**src/inc/lpfa_pkg.sv**
```systemverilog
// constants, register map and carrier types for the l4 port filter action block
package lpfa_pkg;
   // register indices; byte address is four times the index
   localparam logic [9:0] LPFA_IDX_ACT_LOW = 10'h096;
   localparam logic [9:0] LPFA_IDX_ACT_HIGH = 10'h097;
   localparam logic [9:0] LPFA_IDX_CTRL = 10'h098;
   localparam logic [15:0] LPFA_RST_ACT = 16'h0000;
   localparam logic [15:0] LPFA_RST_CTRL = 16'h0000;
   // reserved bits 15:14 of the control register read zero
   localparam logic [15:0] LPFA_CTRL_MASK = 16'h3FFF;
   // field layout
   localparam int LPFA_NUM_FILT = 8;
   localparam int LPFA_FILT_PER_REG = 4;
   localparam int LPFA_FILT_W = 4;
   localparam int LPFA_ACT_LSB = 2;
   localparam int LPFA_PRI_LSB = 0;
   localparam int LPFA_COMP_LSB = 12;
   localparam int LPFA_PREC_LSB = 6;
   localparam int LPFA_PRIEN_LSB = 0;
   localparam int LPFA_NUM_PORTS = 6;
   // action codes
   localparam logic [1:0] LPFA_ACT_DEFAULT = 2'h0;
   localparam logic [1:0] LPFA_ACT_DROP = 2'h1;
   localparam logic [1:0] LPFA_ACT_TO_CPU = 2'h2;
   localparam logic [1:0] LPFA_ACT_NO_CPU = 2'h3;
   // compare select codes
   localparam logic [1:0] LPFA_COMP_OFF = 2'h0;
   localparam logic [1:0] LPFA_COMP_DST = 2'h1;
   localparam logic [1:0] LPFA_COMP_SRC = 2'h2;
   localparam logic [1:0] LPFA_COMP_ANY = 2'h3;
   localparam logic [1:0] LPFA_RESP_OKAY = 2'h0;
   localparam logic [1:0] LPFA_RESP_SLVERR = 2'h2;

   typedef struct packed {
      logic valid;
      logic [2:0] ingress_port;
      logic [5:0] default_ports;
      logic [7:0] src_match;
      logic [7:0] dst_match;
      logic ip_hit;
      logic [5:0] ip_ports;
      logic [1:0] ip_queue;
   } lpfa_req_type;

   typedef struct packed {
      logic valid;
      logic l4_hit;
      logic use_ip;
      logic [2:0] filter;
      logic [5:0] ports;
      logic queue_en;
      logic [1:0] queue;
   } lpfa_res_type;
endpackage : lpfa_pkg

```
**src/verilog/lpfa_top.sv**
```systemverilog
// l4 port filter action and match control register bank with frame classifier
// Notes on behaviour
// - action 00 gives the frame's default output ports
// - action 01 gives an all-zero port map, frame goes nowhere
// - action 10: non-cpu ingress goes to cpu only; cpu ingress gets defaults minus cpu
// - action 11 gives default ports with the cpu port removed
// - priority field 0..3 selects egress queue 0..3
// - low action register holds filters 0..3, four bits each, action above priority
// - high action register holds filters 4..7 in the same layout
// - compare select: off, destination, source, or either port
// - per-port bits 11:6: set means ip result wins over l4 result
// - per-port bits 5:0: set means l4 priority picks the queue
//
// Register access over AXI4-Lite is this design's own decision.
`timescale 1ns/1ps
module lpfa_top
   import lpfa_pkg::*;
#(
   parameter logic [2:0] CPU_PORT = 3'h5
) (
   input wire logic SYS_CLK_I,
   input wire logic RSTN_I,
   input wire logic [11:0] S_AXI_AWADDR_I,
   input wire logic S_AXI_AWVALID_I,
   output logic S_AXI_AWREADY_O,
   input wire logic [31:0] S_AXI_WDATA_I,
   input wire logic [3:0] S_AXI_WSTRB_I,
   input wire logic S_AXI_WVALID_I,
   output logic S_AXI_WREADY_O,
   output logic [1:0] S_AXI_BRESP_O,
   output logic S_AXI_BVALID_O,
   input wire logic S_AXI_BREADY_I,
   input wire logic [11:0] S_AXI_ARADDR_I,
   input wire logic S_AXI_ARVALID_I,
   output logic S_AXI_ARREADY_O,
   output logic [31:0] S_AXI_RDATA_O,
   output logic [1:0] S_AXI_RRESP_O,
   output logic S_AXI_RVALID_O,
   input wire logic S_AXI_RREADY_I,
   input wire lpfa_req_type FRM_REQ_I,
   output lpfa_res_type FRM_RES_O
);

   logic rst_meta_reg;
   logic rst_n_reg;

   always_ff @(posedge SYS_CLK_I or negedge RSTN_I) begin
      if (!RSTN_I) begin
         rst_meta_reg <= 1'b0;
         rst_n_reg <= 1'b0;
      end else begin
         rst_meta_reg <= 1'b1;
         rst_n_reg <= rst_meta_reg;
      end
   end

   // registers
   logic [15:0] act_low_reg;
   logic [15:0] act_high_reg;
   logic [15:0] ctrl_reg;

   // write channel holding
   logic aw_hold_reg;
   logic [11:0] aw_addr_reg;
   logic w_hold_reg;
   logic [15:0] w_data_reg;
   logic [1:0] w_strb_reg;
   logic bvalid_reg;
   logic [1:0] bresp_reg;
   logic rvalid_reg;
   logic [31:0] rdata_reg;
   logic [1:0] rresp_reg;

   function automatic logic [15:0] merge_bytes(input logic [15:0] old_v, input logic [15:0] new_v,
                                              input logic [1:0] strb);
      merge_bytes = {strb[1] ? new_v[15:8] : old_v[15:8], strb[0] ? new_v[7:0] : old_v[7:0]};
   endfunction : merge_bytes

   wire logic aw_take = S_AXI_AWVALID_I && !aw_hold_reg;
   wire logic w_take = S_AXI_WVALID_I && !w_hold_reg;
   // write commits only once both halves are held and the previous response has gone
   wire logic wr_go = aw_hold_reg && w_hold_reg && !bvalid_reg;
   wire logic [9:0] wr_idx = aw_addr_reg[11:2];
   wire logic wr_aligned = (aw_addr_reg[1:0] == 2'h0);
   wire logic wr_low = wr_go && wr_aligned && (wr_idx == LPFA_IDX_ACT_LOW);
   wire logic wr_high = wr_go && wr_aligned && (wr_idx == LPFA_IDX_ACT_HIGH);
   wire logic wr_ctrl = wr_go && wr_aligned && (wr_idx == LPFA_IDX_CTRL);
   wire logic wr_hit = wr_low || wr_high || wr_ctrl;
   wire logic ar_take = S_AXI_ARVALID_I && !rvalid_reg;
   wire logic [9:0] rd_idx = S_AXI_ARADDR_I[11:2];
   wire logic rd_aligned = (S_AXI_ARADDR_I[1:0] == 2'h0);
   wire logic rd_low = rd_aligned && (rd_idx == LPFA_IDX_ACT_LOW);
   wire logic rd_high = rd_aligned && (rd_idx == LPFA_IDX_ACT_HIGH);
   wire logic rd_ctrl = rd_aligned && (rd_idx == LPFA_IDX_CTRL);
   wire logic [15:0] rd_mux = rd_low ? act_low_reg : rd_high ? act_high_reg :
                              rd_ctrl ? (ctrl_reg & LPFA_CTRL_MASK) : 16'h0000;
   wire logic rd_hit = rd_low || rd_high || rd_ctrl;

   assign S_AXI_AWREADY_O = !aw_hold_reg;
   assign S_AXI_WREADY_O = !w_hold_reg;
   assign S_AXI_BVALID_O = bvalid_reg;
   assign S_AXI_BRESP_O = bresp_reg;
   assign S_AXI_ARREADY_O = !rvalid_reg;
   assign S_AXI_RVALID_O = rvalid_reg;
   assign S_AXI_RDATA_O = rdata_reg;
   assign S_AXI_RRESP_O = rresp_reg;

   always_ff @(posedge SYS_CLK_I or negedge rst_n_reg) begin
      if (!rst_n_reg) begin
         aw_hold_reg <= 1'b0;
         aw_addr_reg <= 12'h000;
         w_hold_reg <= 1'b0;
         w_data_reg <= 16'h0000;
         w_strb_reg <= 2'h0;
      end else begin
         if (aw_take) begin
            aw_hold_reg <= 1'b1;
            aw_addr_reg <= S_AXI_AWADDR_I;
         end else if (wr_go) begin
            aw_hold_reg <= 1'b0;
         end
         if (w_take) begin
            w_hold_reg <= 1'b1;
            w_data_reg <= S_AXI_WDATA_I[15:0];
            w_strb_reg <= S_AXI_WSTRB_I[1:0];
         end else if (wr_go) begin
            w_hold_reg <= 1'b0;
         end
      end
   end

   always_ff @(posedge SYS_CLK_I or negedge rst_n_reg) begin
      if (!rst_n_reg) begin
         bvalid_reg <= 1'b0;
         bresp_reg <= LPFA_RESP_OKAY;
      end else if (wr_go) begin
         bvalid_reg <= 1'b1;
         bresp_reg <= wr_hit ? LPFA_RESP_OKAY : LPFA_RESP_SLVERR;
      end else if (S_AXI_BREADY_I) begin
         bvalid_reg <= 1'b0;
      end
   end

   always_ff @(posedge SYS_CLK_I or negedge rst_n_reg) begin
      if (!rst_n_reg) begin
         rvalid_reg <= 1'b0;
         rdata_reg <= 32'h0000_0000;
         rresp_reg <= LPFA_RESP_OKAY;
      end else if (ar_take) begin
         rvalid_reg <= 1'b1;
         rdata_reg <= {16'h0000, rd_mux};
         rresp_reg <= rd_hit ? LPFA_RESP_OKAY : LPFA_RESP_SLVERR;
      end else if (S_AXI_RREADY_I) begin
         rvalid_reg <= 1'b0;
      end
   end

   always_ff @(posedge SYS_CLK_I or negedge rst_n_reg) begin
      if (!rst_n_reg) begin
         act_low_reg <= LPFA_RST_ACT;
         act_high_reg <= LPFA_RST_ACT;
         ctrl_reg <= LPFA_RST_CTRL;
      end else begin
         if (wr_low) begin
            act_low_reg <= merge_bytes(act_low_reg, w_data_reg, w_strb_reg);
         end
         if (wr_high) begin
            act_high_reg <= merge_bytes(act_high_reg, w_data_reg, w_strb_reg);
         end
         if (wr_ctrl) begin
            ctrl_reg <= merge_bytes(ctrl_reg, w_data_reg, w_strb_reg) & LPFA_CTRL_MASK;
         end
      end
   end

   // per-filter field extraction
   logic [1:0] filt_act [LPFA_NUM_FILT];
   logic [1:0] filt_pri [LPFA_NUM_FILT];

   for (genvar g = 0; g < LPFA_NUM_FILT; g++) begin : g_filt
      localparam int BASE = (g % LPFA_FILT_PER_REG) * LPFA_FILT_W;
      wire logic [15:0] src_reg = (g < LPFA_FILT_PER_REG) ? act_low_reg : act_high_reg;
      assign filt_act[g] = src_reg[BASE + LPFA_ACT_LSB +: 2];
      assign filt_pri[g] = src_reg[BASE + LPFA_PRI_LSB +: 2];
   end

   function automatic logic [2:0] lowest_set(input logic [7:0] v);
      lowest_set = 3'h0;
      for (int i = LPFA_NUM_FILT - 1; i >= 0; i--) begin
         if (v[i]) begin
            lowest_set = 3'(i);
         end
      end
   endfunction : lowest_set

   wire logic [1:0] comp_sel = ctrl_reg[LPFA_COMP_LSB +: 2];
   wire logic [5:0] prec_vec = ctrl_reg[LPFA_PREC_LSB +: LPFA_NUM_PORTS];
   wire logic [5:0] prien_vec = ctrl_reg[LPFA_PRIEN_LSB +: LPFA_NUM_PORTS];
   wire logic [7:0] cand = (comp_sel == LPFA_COMP_OFF) ? 8'h00 :
                           (comp_sel == LPFA_COMP_DST) ? FRM_REQ_I.dst_match :
                           (comp_sel == LPFA_COMP_SRC) ? FRM_REQ_I.src_match :
                           (FRM_REQ_I.dst_match | FRM_REQ_I.src_match);
   wire logic l4_hit = |cand;
   wire logic [2:0] sel_idx = lowest_set(cand);
   wire logic [1:0] sel_act = filt_act[sel_idx];
   wire logic [1:0] sel_pri = filt_pri[sel_idx];
   wire logic port_ok = (FRM_REQ_I.ingress_port < 3'(LPFA_NUM_PORTS));
   // ingress numbers beyond the last port select no per-port option
   wire logic port_prec = port_ok && prec_vec[FRM_REQ_I.ingress_port];
   wire logic port_prien = port_ok && prien_vec[FRM_REQ_I.ingress_port];
   wire logic [5:0] cpu_bit = 6'h01 << CPU_PORT;
   wire logic from_cpu = (FRM_REQ_I.ingress_port == CPU_PORT);
   wire logic [5:0] no_cpu_map = FRM_REQ_I.default_ports & ~cpu_bit;
   wire logic [5:0] l4_map = (sel_act == LPFA_ACT_DEFAULT) ? FRM_REQ_I.default_ports :
                             (sel_act == LPFA_ACT_DROP) ? 6'h00 :
                             (sel_act == LPFA_ACT_TO_CPU) ? (from_cpu ? no_cpu_map : cpu_bit) :
                             no_cpu_map;
   wire logic use_ip = FRM_REQ_I.ip_hit && l4_hit && port_prec;

   lpfa_res_type res_next;
   lpfa_res_type res_reg;

   always_comb begin
      res_next = '0;
      res_next.valid = FRM_REQ_I.valid;
      res_next.l4_hit = l4_hit;
      res_next.use_ip = use_ip;
      res_next.filter = sel_idx;
      if (use_ip) begin
         res_next.ports = FRM_REQ_I.ip_ports;
         res_next.queue_en = 1'b1;
         res_next.queue = FRM_REQ_I.ip_queue;
      end else if (l4_hit) begin
         res_next.ports = l4_map;
         res_next.queue_en = port_prien;
         res_next.queue = port_prien ? sel_pri : 2'h0;
      end else begin
         res_next.ports = FRM_REQ_I.default_ports;
      end
   end

   always_ff @(posedge SYS_CLK_I or negedge rst_n_reg) begin
      if (!rst_n_reg) begin
         res_reg <= '0;
      end else begin
         res_reg <= res_next;
      end
   end

   assign FRM_RES_O = res_reg;
endmodule : lpfa_top

```
**config.mk**
```make
export PLATFORM = sky130hd
export DESIGN_NAME = lpfa_top
export DESIGN_NICKNAME = d
export VERILOG_FILES = /design/src/inc/lpfa_pkg.sv /design/src/verilog/lpfa_top.sv
export SDC_FILE = /design/constraint.sdc
export NUM_CORES = 1
export LEC_CHECK = 0
export CAP_MARGIN = 10
export CORE_MARGIN = 2
export CORE_UTILIZATION = 40
export CTS_CLUSTER_DIAMETER = 200
export DETAILED_ROUTE_END_ITERATION = 6
export DONT_BUFFER_PORTS = 1
export PLACE_DENSITY = 0.66
export SKIP_LAST_GASP = 1
export SLEW_MARGIN = 20
export SYNTH_ARGS = -nofsm -noshare
export SYNTH_HDL_FRONTEND = slang
export SYNTH_SLANG_ARGS = --single-unit
```
**constraint.sdc**
```tcl
create_clock -name SYS_CLK_I -period 10.4 [get_ports SYS_CLK_I]
set_clock_uncertainty 0.2 [all_clocks]
set_input_delay 0.52 -clock SYS_CLK_I [delete_from_list [all_inputs] [get_ports SYS_CLK_I]]
set_output_delay 0.52 -clock SYS_CLK_I [all_outputs]
set_load 0.01 [all_outputs]
```
======== Word level (Yosys, flattened, before mapping) ========
Cells that the tools add are included.
W data, S select, Z words.
word-level totals
  bits in registers ....................... 117
  output and inout bits ................... 56
operators by class
  bitwise operators ....................... 2
  $lt $le $gt $ge ......................... 3
  reduce and logical (&&, ||, !) cells .... 39
  mux-type cells .......................... 41
  eq/ne operators ......................... 11
operator list
  cell                   count
  $eq A10 B8 Y1 const B  6
  $mux W16               2
  $mux W6                5
  $mux W3                9
  $mux W8                3
  $logic_and A1 B1 Y1    16
  $mux W14               1
  $mux W2                7
  $bmux W2 S3            2
  $reduce_and A2 Y1      6
  $mux W1                9
  $mux W9                1
  $logic_not A2 Y1       4
  $or A8 B8 Y8           1
  $reduce_bool A2 Y1     4
  $reduce_or A8 Y1       1
  $bmux W1 S3            2
  $eq A2 B1 Y1 const B   2
  $eq A2 B2 Y1 const B   2
  $ge A4 B4 Y1 const B   1
  $logic_not A1 Y1       4
  $logic_or A1 B1 Y1     4
  $lt A3 B4 Y1 const B   1
  $not A3 Y4             1
  other kinds (2)        2

======== Depth between registers and ports, before layout ========
Gate-level depths: netlist of the first run.
  depth after elaboration ................. 22
  mapped depth ............................ 10
  gate-level depth less buffers ........... 8

======== Worst setup path before layout of the first run ========
OpenSTA, ideal clock, no wires.
  path kind ............................... in2reg
  start ................................... input port FRM_REQ_I[22] (netlist bit)
  end ..................................... register res_reg, in the netlist FRM_RES_O[3]
  library setup time ...................... 128 ps
  path slack .............................. 7750 ps
  path buffers ............................ 0
  cell stages on the path ................. 8
  arrival time ............................ 2322 ps
  path through ............................ o21a_1 -> nand4bb_2 -> nand3_4 -> mux4_1 -> mux2i_4 -> o2111ai_2 -> a21oi_2 -> a21oi_1
RTL lines
  item                  RTL line         source
  from (decl)           lpfa_top.sv:40   input wire lpfa_req_type FRM_REQ_I,
  to (signal assigned)  lpfa_top.sv:246  res_reg <= res_next;
  to (decl)             lpfa_top.sv:221  lpfa_res_type res_reg;

==> results.md, run 1 <==
- Final hold violations: 0
- Area leader, netlist: dfrtp_1
- Min cycle time layout: 3.08 ns
- CTS H-Tree Depth: 4
- Router iterations before antenna repair: 5
- Simple-gate portion of the synthesized area: 9.00%
- Commonest cells in the netlist: dfrtp_1 (115), mux2_2 (50), nand2_1 (29), a21oi_1 (23), buf_4 (19)
- Post-Syn Area: 5460 um^2
- Vias per inst: about 5.7
- CTS sink cnt: 115
- Vias in the first global route: 3743
- CTS Buf Count: 17
- Post-Layout Cell Count: ~630
- Final setup viols: 0
- DR iter-0 viols: 197
- Setup Crit Path Kind: reg2reg
- Die height: about 120 um
- Post-route setup TNS: 0 ns
- Post-synthesis compound-gate area fraction: 11.7%
- Core Area: between 10000 and 15000 um^2
- WL final: about 13000 um
- Adder-cell share of the synthesized area: 0%
- Yosys reg bits: 115
- Area Growth Syn to Fin: 13.1%
- Cell count of the worst hold path: 1
- Slowest CP cell: dfrtp_1
- Fin util: 46.5%
- Via Count: 3578
- Crit Path Max Fanout: 14
- Reg2Reg Depth: 8
- Worst setup path start: ctrl_reg[13]$_DFFE_PN0P_
- Grt total ovfl: 0
- Sequential share of the synthesized area: 52.7%
- Initial antenna violation count: 1
- WL per Instance: 20.7 um
- Critical Path AT: about 3.2 ns
- Largest net degree at the start of global routing: 88
- Slew Viols, Final: 0
- Worst IR Drop VDD: 148 uV
- Top-count cell post-synth: dfrtp_1
- Root Buffer: clkbuf_16
- Distinct cells, synth: between 50 and 60
- RSZ-0062 raised after global routing: no
- Worst path bufs/invs: 0
- Worst Hold Launch: S_AXI_AWVALID_I
- First-pass GRT wire length: 20500 um
- Clock transition at the registers of the reported paths: 0.06 ns
- Async set or reset register ratio after synthesis: 100%
- Startpoint types: flop
- R2R Path End: FRM_RES_O[8]$_DFF_PN0_
- FMAX: 0.325 GHz
- Status: complete, no violations
- Number of synthesized flops with an enable pin: 0
- Post-synthesis mux area share: a little over a fifth
- Reg2Reg Setup Slack: 7.32 ns
- Worst hold path type: in2reg
- All-Layer GR Usage: a little under a fifth
- CP Capture Type: flop
- Antenna Nets Post-Route: 0
- Cell row count: 42
- Main combinational cell family by area after synthesis: multiplexers
- Worst-Margin Slew: roughly 1.2 ns
- Post-Syn Instances: 435
- Top cells by area, synth: dfrtp_1 (53%), mux2_2 (10%), mux2_4 (3.8%)
- Worst Hold Endpoint: aw_hold_reg$_DFFE_PN0P_
- Worst-Skew Late Latency: 0.41 ns
- Post-detail-place hpwl: 9490 um
- Critical path's top delay family: compound AO/OA/AOI/OAI gates
- Number of setup buffers added after CTS: 0
- Power Dens Cells: around 220 nW/um^2
- Port Buffers: 0
- Final setup margin: 7.32 ns
- # DRC: 0
- Deepest clock path buffer count: 2
- Ratio of cells with drive above 1 in the final layout: 27.4%
- Io pins: between 150 and 200
- Post-synthesis xor/xnor area fraction: 0%
- Number of fill cells: approximately 1200
- Dpl cells: 598
- Worst R2R Start: ctrl_reg[13]$_DFFE_PN0P_
- P_leak: 2.83 nW
- Multi-input gate area: around 2400 um^2
- Antenna cell count: 0
- CTS tree: yes
- Critical Path RT: ~11 ns
- Period Utilization, post-route: between 20% and 30%
- Die width: 121 um
- DIE AREA: 14600 um^2
- Place WS: approximately 7.3 ns
- Most common cell on crit path: o2111ai_2
- CP peak stage delay: 0.58 ns
- Yosys warns: 0
- Crit path cell chain: o21ai_0, nand2_1, o2111ai_2, nor2_2, mux4_2, o2111ai_2, a21oi_2, o32a_1
- Max-Slew Margin vs Limit: a little under a quarter
- Placer Congestion: approximately 0.84
- Top FF cell, synth: dfrtp_1
- Initial Utilization: 41.1%
- Nets: 545
- Mean area per synthesized cell: 12.6 um^2
- Area share of the largest cell type after synthesis: ~53%
- Max Cap Viol: 0
- Reg area: ~2900 um^2
## layout by cell type, fill, tap and decap left out, types with 3 or more instances in the layout
cell       Yosys  final
mux2_1        16     16
clkinv_2       0      6
buf_4         19      3
mux2i_1       10     10
a211oi_1       5      5
nor2b_1        3      3
a22oi_1       15     15
mux2_2        50     50
a21oi_1       23     23
o21ai_0       14     14
dfrtp_1      115    114
clkbuf_16      0     17
mux4_2         3      3
inv_1          8      8
mux2_4        14     14
o22ai_1       15     15
conb_1         2     19
o21a_1         6      6
nand3_1        3      3
o21ai_1        4      4
o31ai_1        3      3
and2_1         6      6
clkbuf_8       0      4
nor2_1        12     11
nand2_1       29     29
## routing by layer
| metal | wire, um | global-route usage (%) | vias to the layer above |
|---|---|---|---|
| li1 | - | - | 1583 |
| met5 | 0 | 0 | - |
| met2 | 6320 | 29.8 | 154 |
| met3 | 1030 | 6.25 | 25 |
| met1 | 5430 | 23.4 | 1816 |
| met4 | 275 | 7.27 | 0 |
## how the worst max path moves through the flow
stage | end | slack, ns | depth (start not counted)
6_report | FRM_RES_O[8]$_DFF_PN0_ | 7.32 | 8
5_1_grt | FRM_RES_O[8]$_DFF_PN0_ | 7.13 | 8
4_1_cts | FRM_RES_O[8]$_DFF_PN0_ | 7.33 | 8
3_5_place_dp | FRM_RES_O[8]$_DFF_PN0_ | 7.33 | 8
3_3_place_gp | FRM_RES_O[8]$_DFF_PN0_ | 7.45 | 8
2_1_floorplan | FRM_RES_O[0]$_DFF_PN0_ | 6.76 | 0
## where the power goes
part	switching (mW)	internal (mW)	leakage, nW
Sequential	0.0924	0.533	1.48
Combinational	0.0707	0.0880	1.06
Clock	0.198	0.375	0.291
Total	0.361	0.996	2.83
## cell families after synthesis
| logic type | count (synthesis) |
|---|---|
| and+or+nand+nor | 82 |
| other | 2 |
| DFF | 115 |
| buffers and inverters | 43 |
| AOI/OAI and AO/OA | 97 |
| muxes | 96 |
## what timing repair did
action,4_1_cts,5_1_grt
endpoints found under the hold margin,3,0
hold buffers,2,0
resized for setup,0,0
## per-stage QoR
step	total power [mW]	hold WS, ns	instance area, um^2
detailed placement	0.795	0.0245	5570
global placement	0.779	0.0245	5560
floorplan	0.742	0.0244	5530
finish	1.36	0.0215	6180
CTS	1.37	0.00742	6170
global route	1.42	0.0106	6180
## worst reg2reg max path, stage by stage, from the launching register on
cell,delay [ns]
dfrtp_1,0.58
o21ai_0,0.16
nand2_1,0.19
o2111ai_2,0.20
nor2_2,0.56
mux4_2,0.43
o2111ai_2,0.25
a21oi_2,0.05
o32a_1,0.35
## cell type report
cell class	count	share of cell area (%)
clock buffers	22	7.84
clock inverters	10	1.70
inverters	9	0.547
multi-input cells	294	38.8
flip-flops and latches	115	46.6
well taps	176	3.56
repair buffers	6	0.871
Power figures use the tool's default switching activity.
==> run 2: changes to the inputs <==
--- a/config.mk
+++ b/config.mk
@@ -5,6 +5,7 @@
 export SDC_FILE = /design/constraint.sdc
 export NUM_CORES = 1
 export LEC_CHECK = 0
+export ABC_AREA = 1
 export CAP_MARGIN = 10
 export CORE_MARGIN = 2
 export CORE_UTILIZATION = 40
==> constraint.sdc (replaced) <==
create_clock -name SYS_CLK_I -period 3 [get_ports SYS_CLK_I]
set_clock_uncertainty 0.2 [all_clocks]
set_input_delay 0.15 -clock SYS_CLK_I [delete_from_list [all_inputs] [get_ports SYS_CLK_I]]
set_output_delay 0.15 -clock SYS_CLK_I [all_outputs]
set_load 0.01 [all_outputs]
==> results.md, run 2 <==
- Min cycle time layout: about 2.7 ns
- Post-synthesis compound-gate area fraction: 14.4%
- Async set or reset register ratio after synthesis: 100%
- Worst R2R Start: ctrl_reg[13]$_DFFE_PN0P_
- FMAX: 0.373 GHz
- Reg2Reg Depth: 12
- Critical Path RT: 3.09 ns
- Top-count cell post-synth: nand2_1
- Switching Share: approximately 28%
- Vias per inst: roughly 5.2
- RSZ-0062 raised after global routing: no
- Yosys warns: 0
- Area share of the largest cell type after synthesis: between 50% and 60%
- CTS Buf Count: 17
- Reg2Reg Setup Slack: approximately 0.32 ns
- Die width: 122 um
- Power Dens Cells: slightly above 700 nW/um^2
- Reg power frac: 41.2%
- Sw Pwr: around 1.4 mW
- Comb power frac: around 15%
- Startpoint types: flop
- Status: complete, no violations
- Clock Power Share: 43.4%
- Area leader, netlist: dfrtp_1
- Clock transition at the registers of the reported paths: 0.05 ns
- Final hold violations: 0
- Number of setup buffers added after CTS: 0
- Simple-gate portion of the synthesized area: 22.4%
- Post-Syn Area: 5540 um^2
- Io pins: approximately 160
- Vias in the first global route: 4866
- Post-detail-place hpwl: just over 10000 um
- Post-Syn Instances: 655
- CTS tree: yes
- Final setup viols: 0
- Nets: 826
- Port Buffers: 0
- # DRC: 0
- Yosys reg bits: 115
- Worst Hold Endpoint: FRM_RES_O[13]$_DFF_PN0_
- Post-synthesis mux area share: 1.22%
- DR iter-0 viols: approximately 340
- Worst IR Drop VDD: 509 uV
- Antenna Nets Post-Route: 0
- DIE AREA: about 15000 um^2
- Core Area: 13700 um^2
- Router iterations before antenna repair: 5
- CP Capture Type: flop
- Adder-cell share of the synthesized area: 0%
- R2R Path End: FRM_RES_O[4]$_DFF_PN0_
- Setup Crit Path Kind: reg2reg
- WL final: 14900 um
- Initial Utilization: 40.4%
- Sequential share of the synthesized area: about half
- Fin util: about 50%
- Max Cap Viol: 0
- Commonest cells in the netlist: nand2_1 (122), dfrtp_1 (115), o21ai_0 (69), inv_1 (64), nor2_1 (60)
- First-pass GRT wire length: 24200 um
- Number of synthesized flops with an enable pin: 0
- Main combinational cell family by area after synthesis: simple AND/OR/NAND/NOR gates
- Root Buffer: clkbuf_16
- Crit Path Max Fanout: 10
- Max-Slew Margin vs Limit: a little under three fifths
- Grt total ovfl: 0
- Most frequent cells in the layout: nand2_1 (122), dfrtp_1 (114), o21ai_0 (69)
- Period Utilization, post-route: 89.3%
- CTS sink cnt: ~120
- Placer Congestion: 0.857
- P_leak: 3.19 nW
- Worst-Margin Slew: about 0.66 ns
- Top cells by area, synth: dfrtp_1 (52%), nand2_1 (8.3%), o21ai_0 (6.2%)
- Critical Path AT: between 2 and 3 ns
- Deepest clock path buffer count: 2
- Most common cell after layout, fill and taps aside: nand2_1
- Die height: 122 um
- Distinct cells, synth: between 40 and 50
- Cell count of the worst hold path: 4
- Post-synthesis xor/xnor area fraction: 0%
- Post-route setup TNS: 0 ns
- Top FF cell, synth: dfrtp_1
- Slew Viols, Final: 0
- Ratio of cells with drive above 1 in the final layout: 10.5%
- All-Layer GR Usage: 21.2%
- CTS H-Tree Depth: 4
- Int Pwr: 3.55 mW
- Number of fill cells: 1252
- Antenna cell count: 0
- Cell row count: 43
- Via Count: around 4700
- Area Growth Syn to Fin: 24.8%
- Worst hold path type: in2reg
- WL per Instance: approximately 16 um
- Worst-Skew Late Latency: 0.42 ns
- Worst Hold Launch: FRM_REQ_I[16]
- Hold WS: 0.00779 ns
- Initial antenna violation count: 0
- Largest net degree at the start of global routing: 48
- Mean area per synthesized cell: 8.46 um^2
[run 2: per-stage QoR]
stage | instance area, um^2 | instances | power (mW) | setup slack, ns
6_report | 6920 | 915 | 4.93 | 0.320
3_5_place_dp | 5640 | 820 | 2.74 | 0.547
4_1_cts | 6920 | 915 | 4.96 | 0.319
3_3_place_gp | 5640 | 820 | 2.69 | 0.655
2_1_floorplan | 5610 | 672 | 2.56 | 0.878
5_1_grt | 6920 | 915 | 5.18 | 0.136
[run 2: timing repair]
item | 4_1_cts | 5_1_grt
resized for setup | 0 | 0
hold endpoints to repair | 59 | 0
hold buffers | 65 | 0
[run 2: layout make-up]
class	count	area [um^2]	area share [%]
well taps	180	225	3.26
flip-flops and latches	115	2880	41.7
multi-input cells	439	2180	31.5
clock buffers	21	470	6.80
inverters	79	304	4.40
repair buffers	72	703	10.2
clock inverters	9	155	2.24
[run 2: worst max-delay path by stage]
| stage | from | endpoint | slack [ns] | cells after the start |
|---|---|---|---|---|
| finish | ctrl_reg[13]$_DFFE_PN0P_ | FRM_RES_O[4]$_DFF_PN0_ | 0.32 | 12 |
| CTS | ctrl_reg[13]$_DFFE_PN0P_ | FRM_RES_O[4]$_DFF_PN0_ | 0.32 | 11 |
| detailed placement | S_AXI_BVALID_O$_DFFE_PN0P_ | ctrl_reg[1]$_DFFE_PN0P_ | 0.55 | 6 |
| global placement | S_AXI_BVALID_O$_DFFE_PN0P_ | ctrl_reg[6]$_DFFE_PN0P_ | 0.66 | 6 |
| floorplan | rst_n_reg$_DFF_PN0_ | FRM_RES_O[0]$_DFF_PN0_ | 0.88 | 0 |
| global route | ctrl_reg[13]$_DFFE_PN0P_ | FRM_RES_O[4]$_DFF_PN0_ | 0.14 | 11 |
[run 2: power groups by stage]
stage	Clock (mW)	Combinational [mW]	Sequential, mW
final	2.14	0.761	2.03
after detailed placement	0	0.689	2.06
after global placement	0	0.649	2.04
after CTS	2.17	0.758	2.03
after global routing	2.25	0.866	2.06
after floorplan	0	0.545	2.02
[run 2: worst max-delay path, cell delays in order, from the launching register on]
cell and delay, ns:
dfrtp_1 0.49, a22o_4 0.31, inv_6 0.10, nand2_2 0.09
inv_1 0.09, nand2_1 0.06, nor2_2 0.16, inv_2 0.11
nand3_4 0.13, inv_2 0.11, nand2_1 0.07, dlygate4sd3_1 0.56
nand2_1 0.08
[run 2: per-layer routing]
metal  vias up  GRT usage [%]  wire length [um]
met1      2218           26.4              6350
li1       2259              -                 -
met2       225           34.6              7000
met4         0           7.69               311
met3        31           6.84              1230
met5         -              0                 0
[run 2: logic make-up (layout without fill, tap and decap cells)]
kind of cell,count (synthesis),in the layout
AO/OA/AOI/OAI,142,142
multiplexers,6,6
flip-flops,115,115
AND/OR/NAND/NOR,272,272
buffers and inverters,118,181
other,2,19
==> run 3: changes to the inputs <==
--- a/config.mk
+++ b/config.mk
@@ -8,11 +8,11 @@
 export ABC_AREA = 1
 export CAP_MARGIN = 10
 export CORE_MARGIN = 2
-export CORE_UTILIZATION = 40
+export CORE_UTILIZATION = 55
 export CTS_CLUSTER_DIAMETER = 200
 export DETAILED_ROUTE_END_ITERATION = 6
 export DONT_BUFFER_PORTS = 1
-export PLACE_DENSITY = 0.66
+export PLACE_DENSITY = 0.82
 export SKIP_LAST_GASP = 1
 export SLEW_MARGIN = 20
 export SYNTH_ARGS = -nofsm -noshare
==> results.md, run 3 (synthesized netlist as in run 2, its figures left out) <==
- Antenna cell count: 0
- Worst setup path start: ctrl_reg[6]$_DFFE_PN0P_
- FMAX: 0.356 GHz
- CTS Buf Count: 17
- Placer Congestion: 0.900
- Period Utilization, post-route: approximately 94%
- Slew Viols, Final: 0
- Place WS: 0.471 ns
- Hold WS: -0.0153 ns
- Post-detail-place hpwl: approximately 9600 um
- Initial antenna violation count: 0
- Dpl cells: 772
- Critical Path RT: 3.25 ns
- Worst-Margin Slew: 0.803 ns
- Max-Slew Margin vs Limit: 46.5%
- First-pass GRT wire length: 24700 um
- Final hold violations: 12
- Worst-Skew Late Latency: 0.52 ns
- Worst hold path type: in2reg
- CTS H-Tree Depth: 4
- Worst path bufs/invs: 3
- Status: finished, violations left
- CP Capture Type: flop
- Reg2Reg Setup Slack: 0.19 ns
- Most common cell on crit path: nand2_1
- Initial Utilization: about 57%
- WL final: ~15000 um
- Crit path cell chain: o21ai_0, o22ai_1, nand2_1, o31ai_1, dlygate4sd3_1, nand3_4, inv_2, nand2_1, dlygate4sd3_1, nand2_1
- Post-route setup TNS: 0 ns
- Max Cap Viol: 0
- Setup Crit Path Kind: reg2reg
- Router iterations before antenna repair: 7
- Ratio of cells with drive above 1 in the final layout: 10.5%
- Fin util: 71.5%
- Critical path's top delay family: buffers and inverters
- CP peak stage delay: 0.64 ns
- Reg power frac: 41.5%
- WL per Instance: 17.1 um
- Largest net degree at the start of global routing: 61
- Antenna Nets Post-Route: 0
- Root Buffer: clkbuf_8
- Vias per inst: 5.48
- Final setup margin: ~0.19 ns
- Int Pwr: 3.47 mW
- Worst R2R Start: ctrl_reg[6]$_DFFE_PN0P_
- DIE AREA: 10900 um^2
- DR iter-0 viols: between 300 and 400
- Crit Path Max Fanout: 10
- Critical path depth in cells: 10
- Nets: 838
- Reg2Reg Depth: 10
- Failing checks: DRC, hold timing
- Switching Share: 29.3%
- Min cycle time layout: between 2 and 3 ns
- Most frequent cells in the layout: nand2_1 (122), dfrtp_1 (114), dlygate4sd3_1 (78)
- Final setup viols: 0
- Cell row count: 36
- Critical Path AT: 3.06 ns
- CTS sink cnt: 115
- Startpoint types: flop
- Clock transition at the registers of the reported paths: 0.06 ns
- RSZ-0062 raised after global routing: no
- # DRC: 6
- Via Count: a little under 5000
- Core Area: 9770 um^2
- Number of setup buffers added after CTS: 0
- Io pins: 158
- Sw Pwr: 1.44 mW
- Grt total ovfl: 0
- Design Power: 4.91 mW
- Placed Area: 5590 um^2
- Clock Power Share: 42.8%
- Die width: 104 um
- Vias in the first global route: 4948
- Die height: 104 um
- Area Growth Syn to Fin: 26.1%
- P_leak: 3.23 nW
- Most common cell after layout, fill and taps aside: nand2_1
- Worst Setup EP: FRM_RES_O[8]$_DFF_PN0_
- Slowest CP cell: dlygate4sd3_1
- R2R Path End: FRM_RES_O[8]$_DFF_PN0_
- Worst IR Drop VDD: 613 uV
- All-Layer GR Usage: between 20% and 30%
- CTS tree: yes
- Final Instance Area: 6990 um^2
- Power Dens Cells: 703 nW/um^2
- Deepest clock path buffer count: 2
- Post-Layout Cell Count: 882
- Port Buffers: 0
- Comb power frac: 15.7%
## run 3: power by group through the flow
stage / registers (mW) / logic (mW) / clock network, mW
final: 2.04 / 0.772 / 2.10
after global routing: 2.07 / 0.880 / 2.18
after CTS: 2.03 / 0.758 / 2.12
after detailed placement: 2.06 / 0.680 / 0
after global placement: 2.04 / 0.641 / 0
after floorplan: 2.02 / 0.545 / 0
## run 3: worst min-delay path, stage by stage
cell and delay, ns:
nor2_1 0.03, inv_1 0.08, nor4_2 0.05, buf_4 0.19
nand3_1 0.10, a21oi_1 0.06
## run 3: layer usage
metal / global-route usage, % / vias to the layer above / part of all wire [%]
met5: 0 / - / 0
met4: 11.7 / 0 / 2.7
met3: 7.27 / 35 / 7.5
met2: 48.7 / 245 / 49
met1: 34.7 / 2267 / 41
li1: - / 2284 / -
## run 3: layout make-up
cell class	count	area, um^2
Clock inverter	15	206
Clock buffer	17	414
Sequential cell	115	2880
Tap cell	133	166
Timing Repair Buffer	84	838
Inverter	79	304
Multi-Input combinational cell	439	2180
Fill cell	705	2790
## run 3: timing repair
item                                    CTS  global route
hold endpoints to repair                 64             0
gates resized for setup                   0             0
hold buffers                             79             0
endpoints found under the setup margin    0             7
## run 3: worst min-delay path by stage
stage,startpoint,slack (ns),endpoint,cells after the start
2_1_floorplan,RSTN_I,-0.35,rst_meta_reg$_DFF_PN0_,0
3_3_place_gp,RSTN_I,-0.35,rst_meta_reg$_DFF_PN0_,0
3_5_place_dp,RSTN_I,-0.35,rst_meta_reg$_DFF_PN0_,0
4_1_cts,S_AXI_WVALID_I,0.003,w_hold_reg$_DFFE_PN0P_,2
5_1_grt,S_AXI_ARADDR_I[10],0.005,S_AXI_RDATA_O[12]$_DFFE_PN0P_,6
6_report,S_AXI_ARADDR_I[10],-0.02,S_AXI_RDATA_O[11]$_DFFE_PN0P_,6
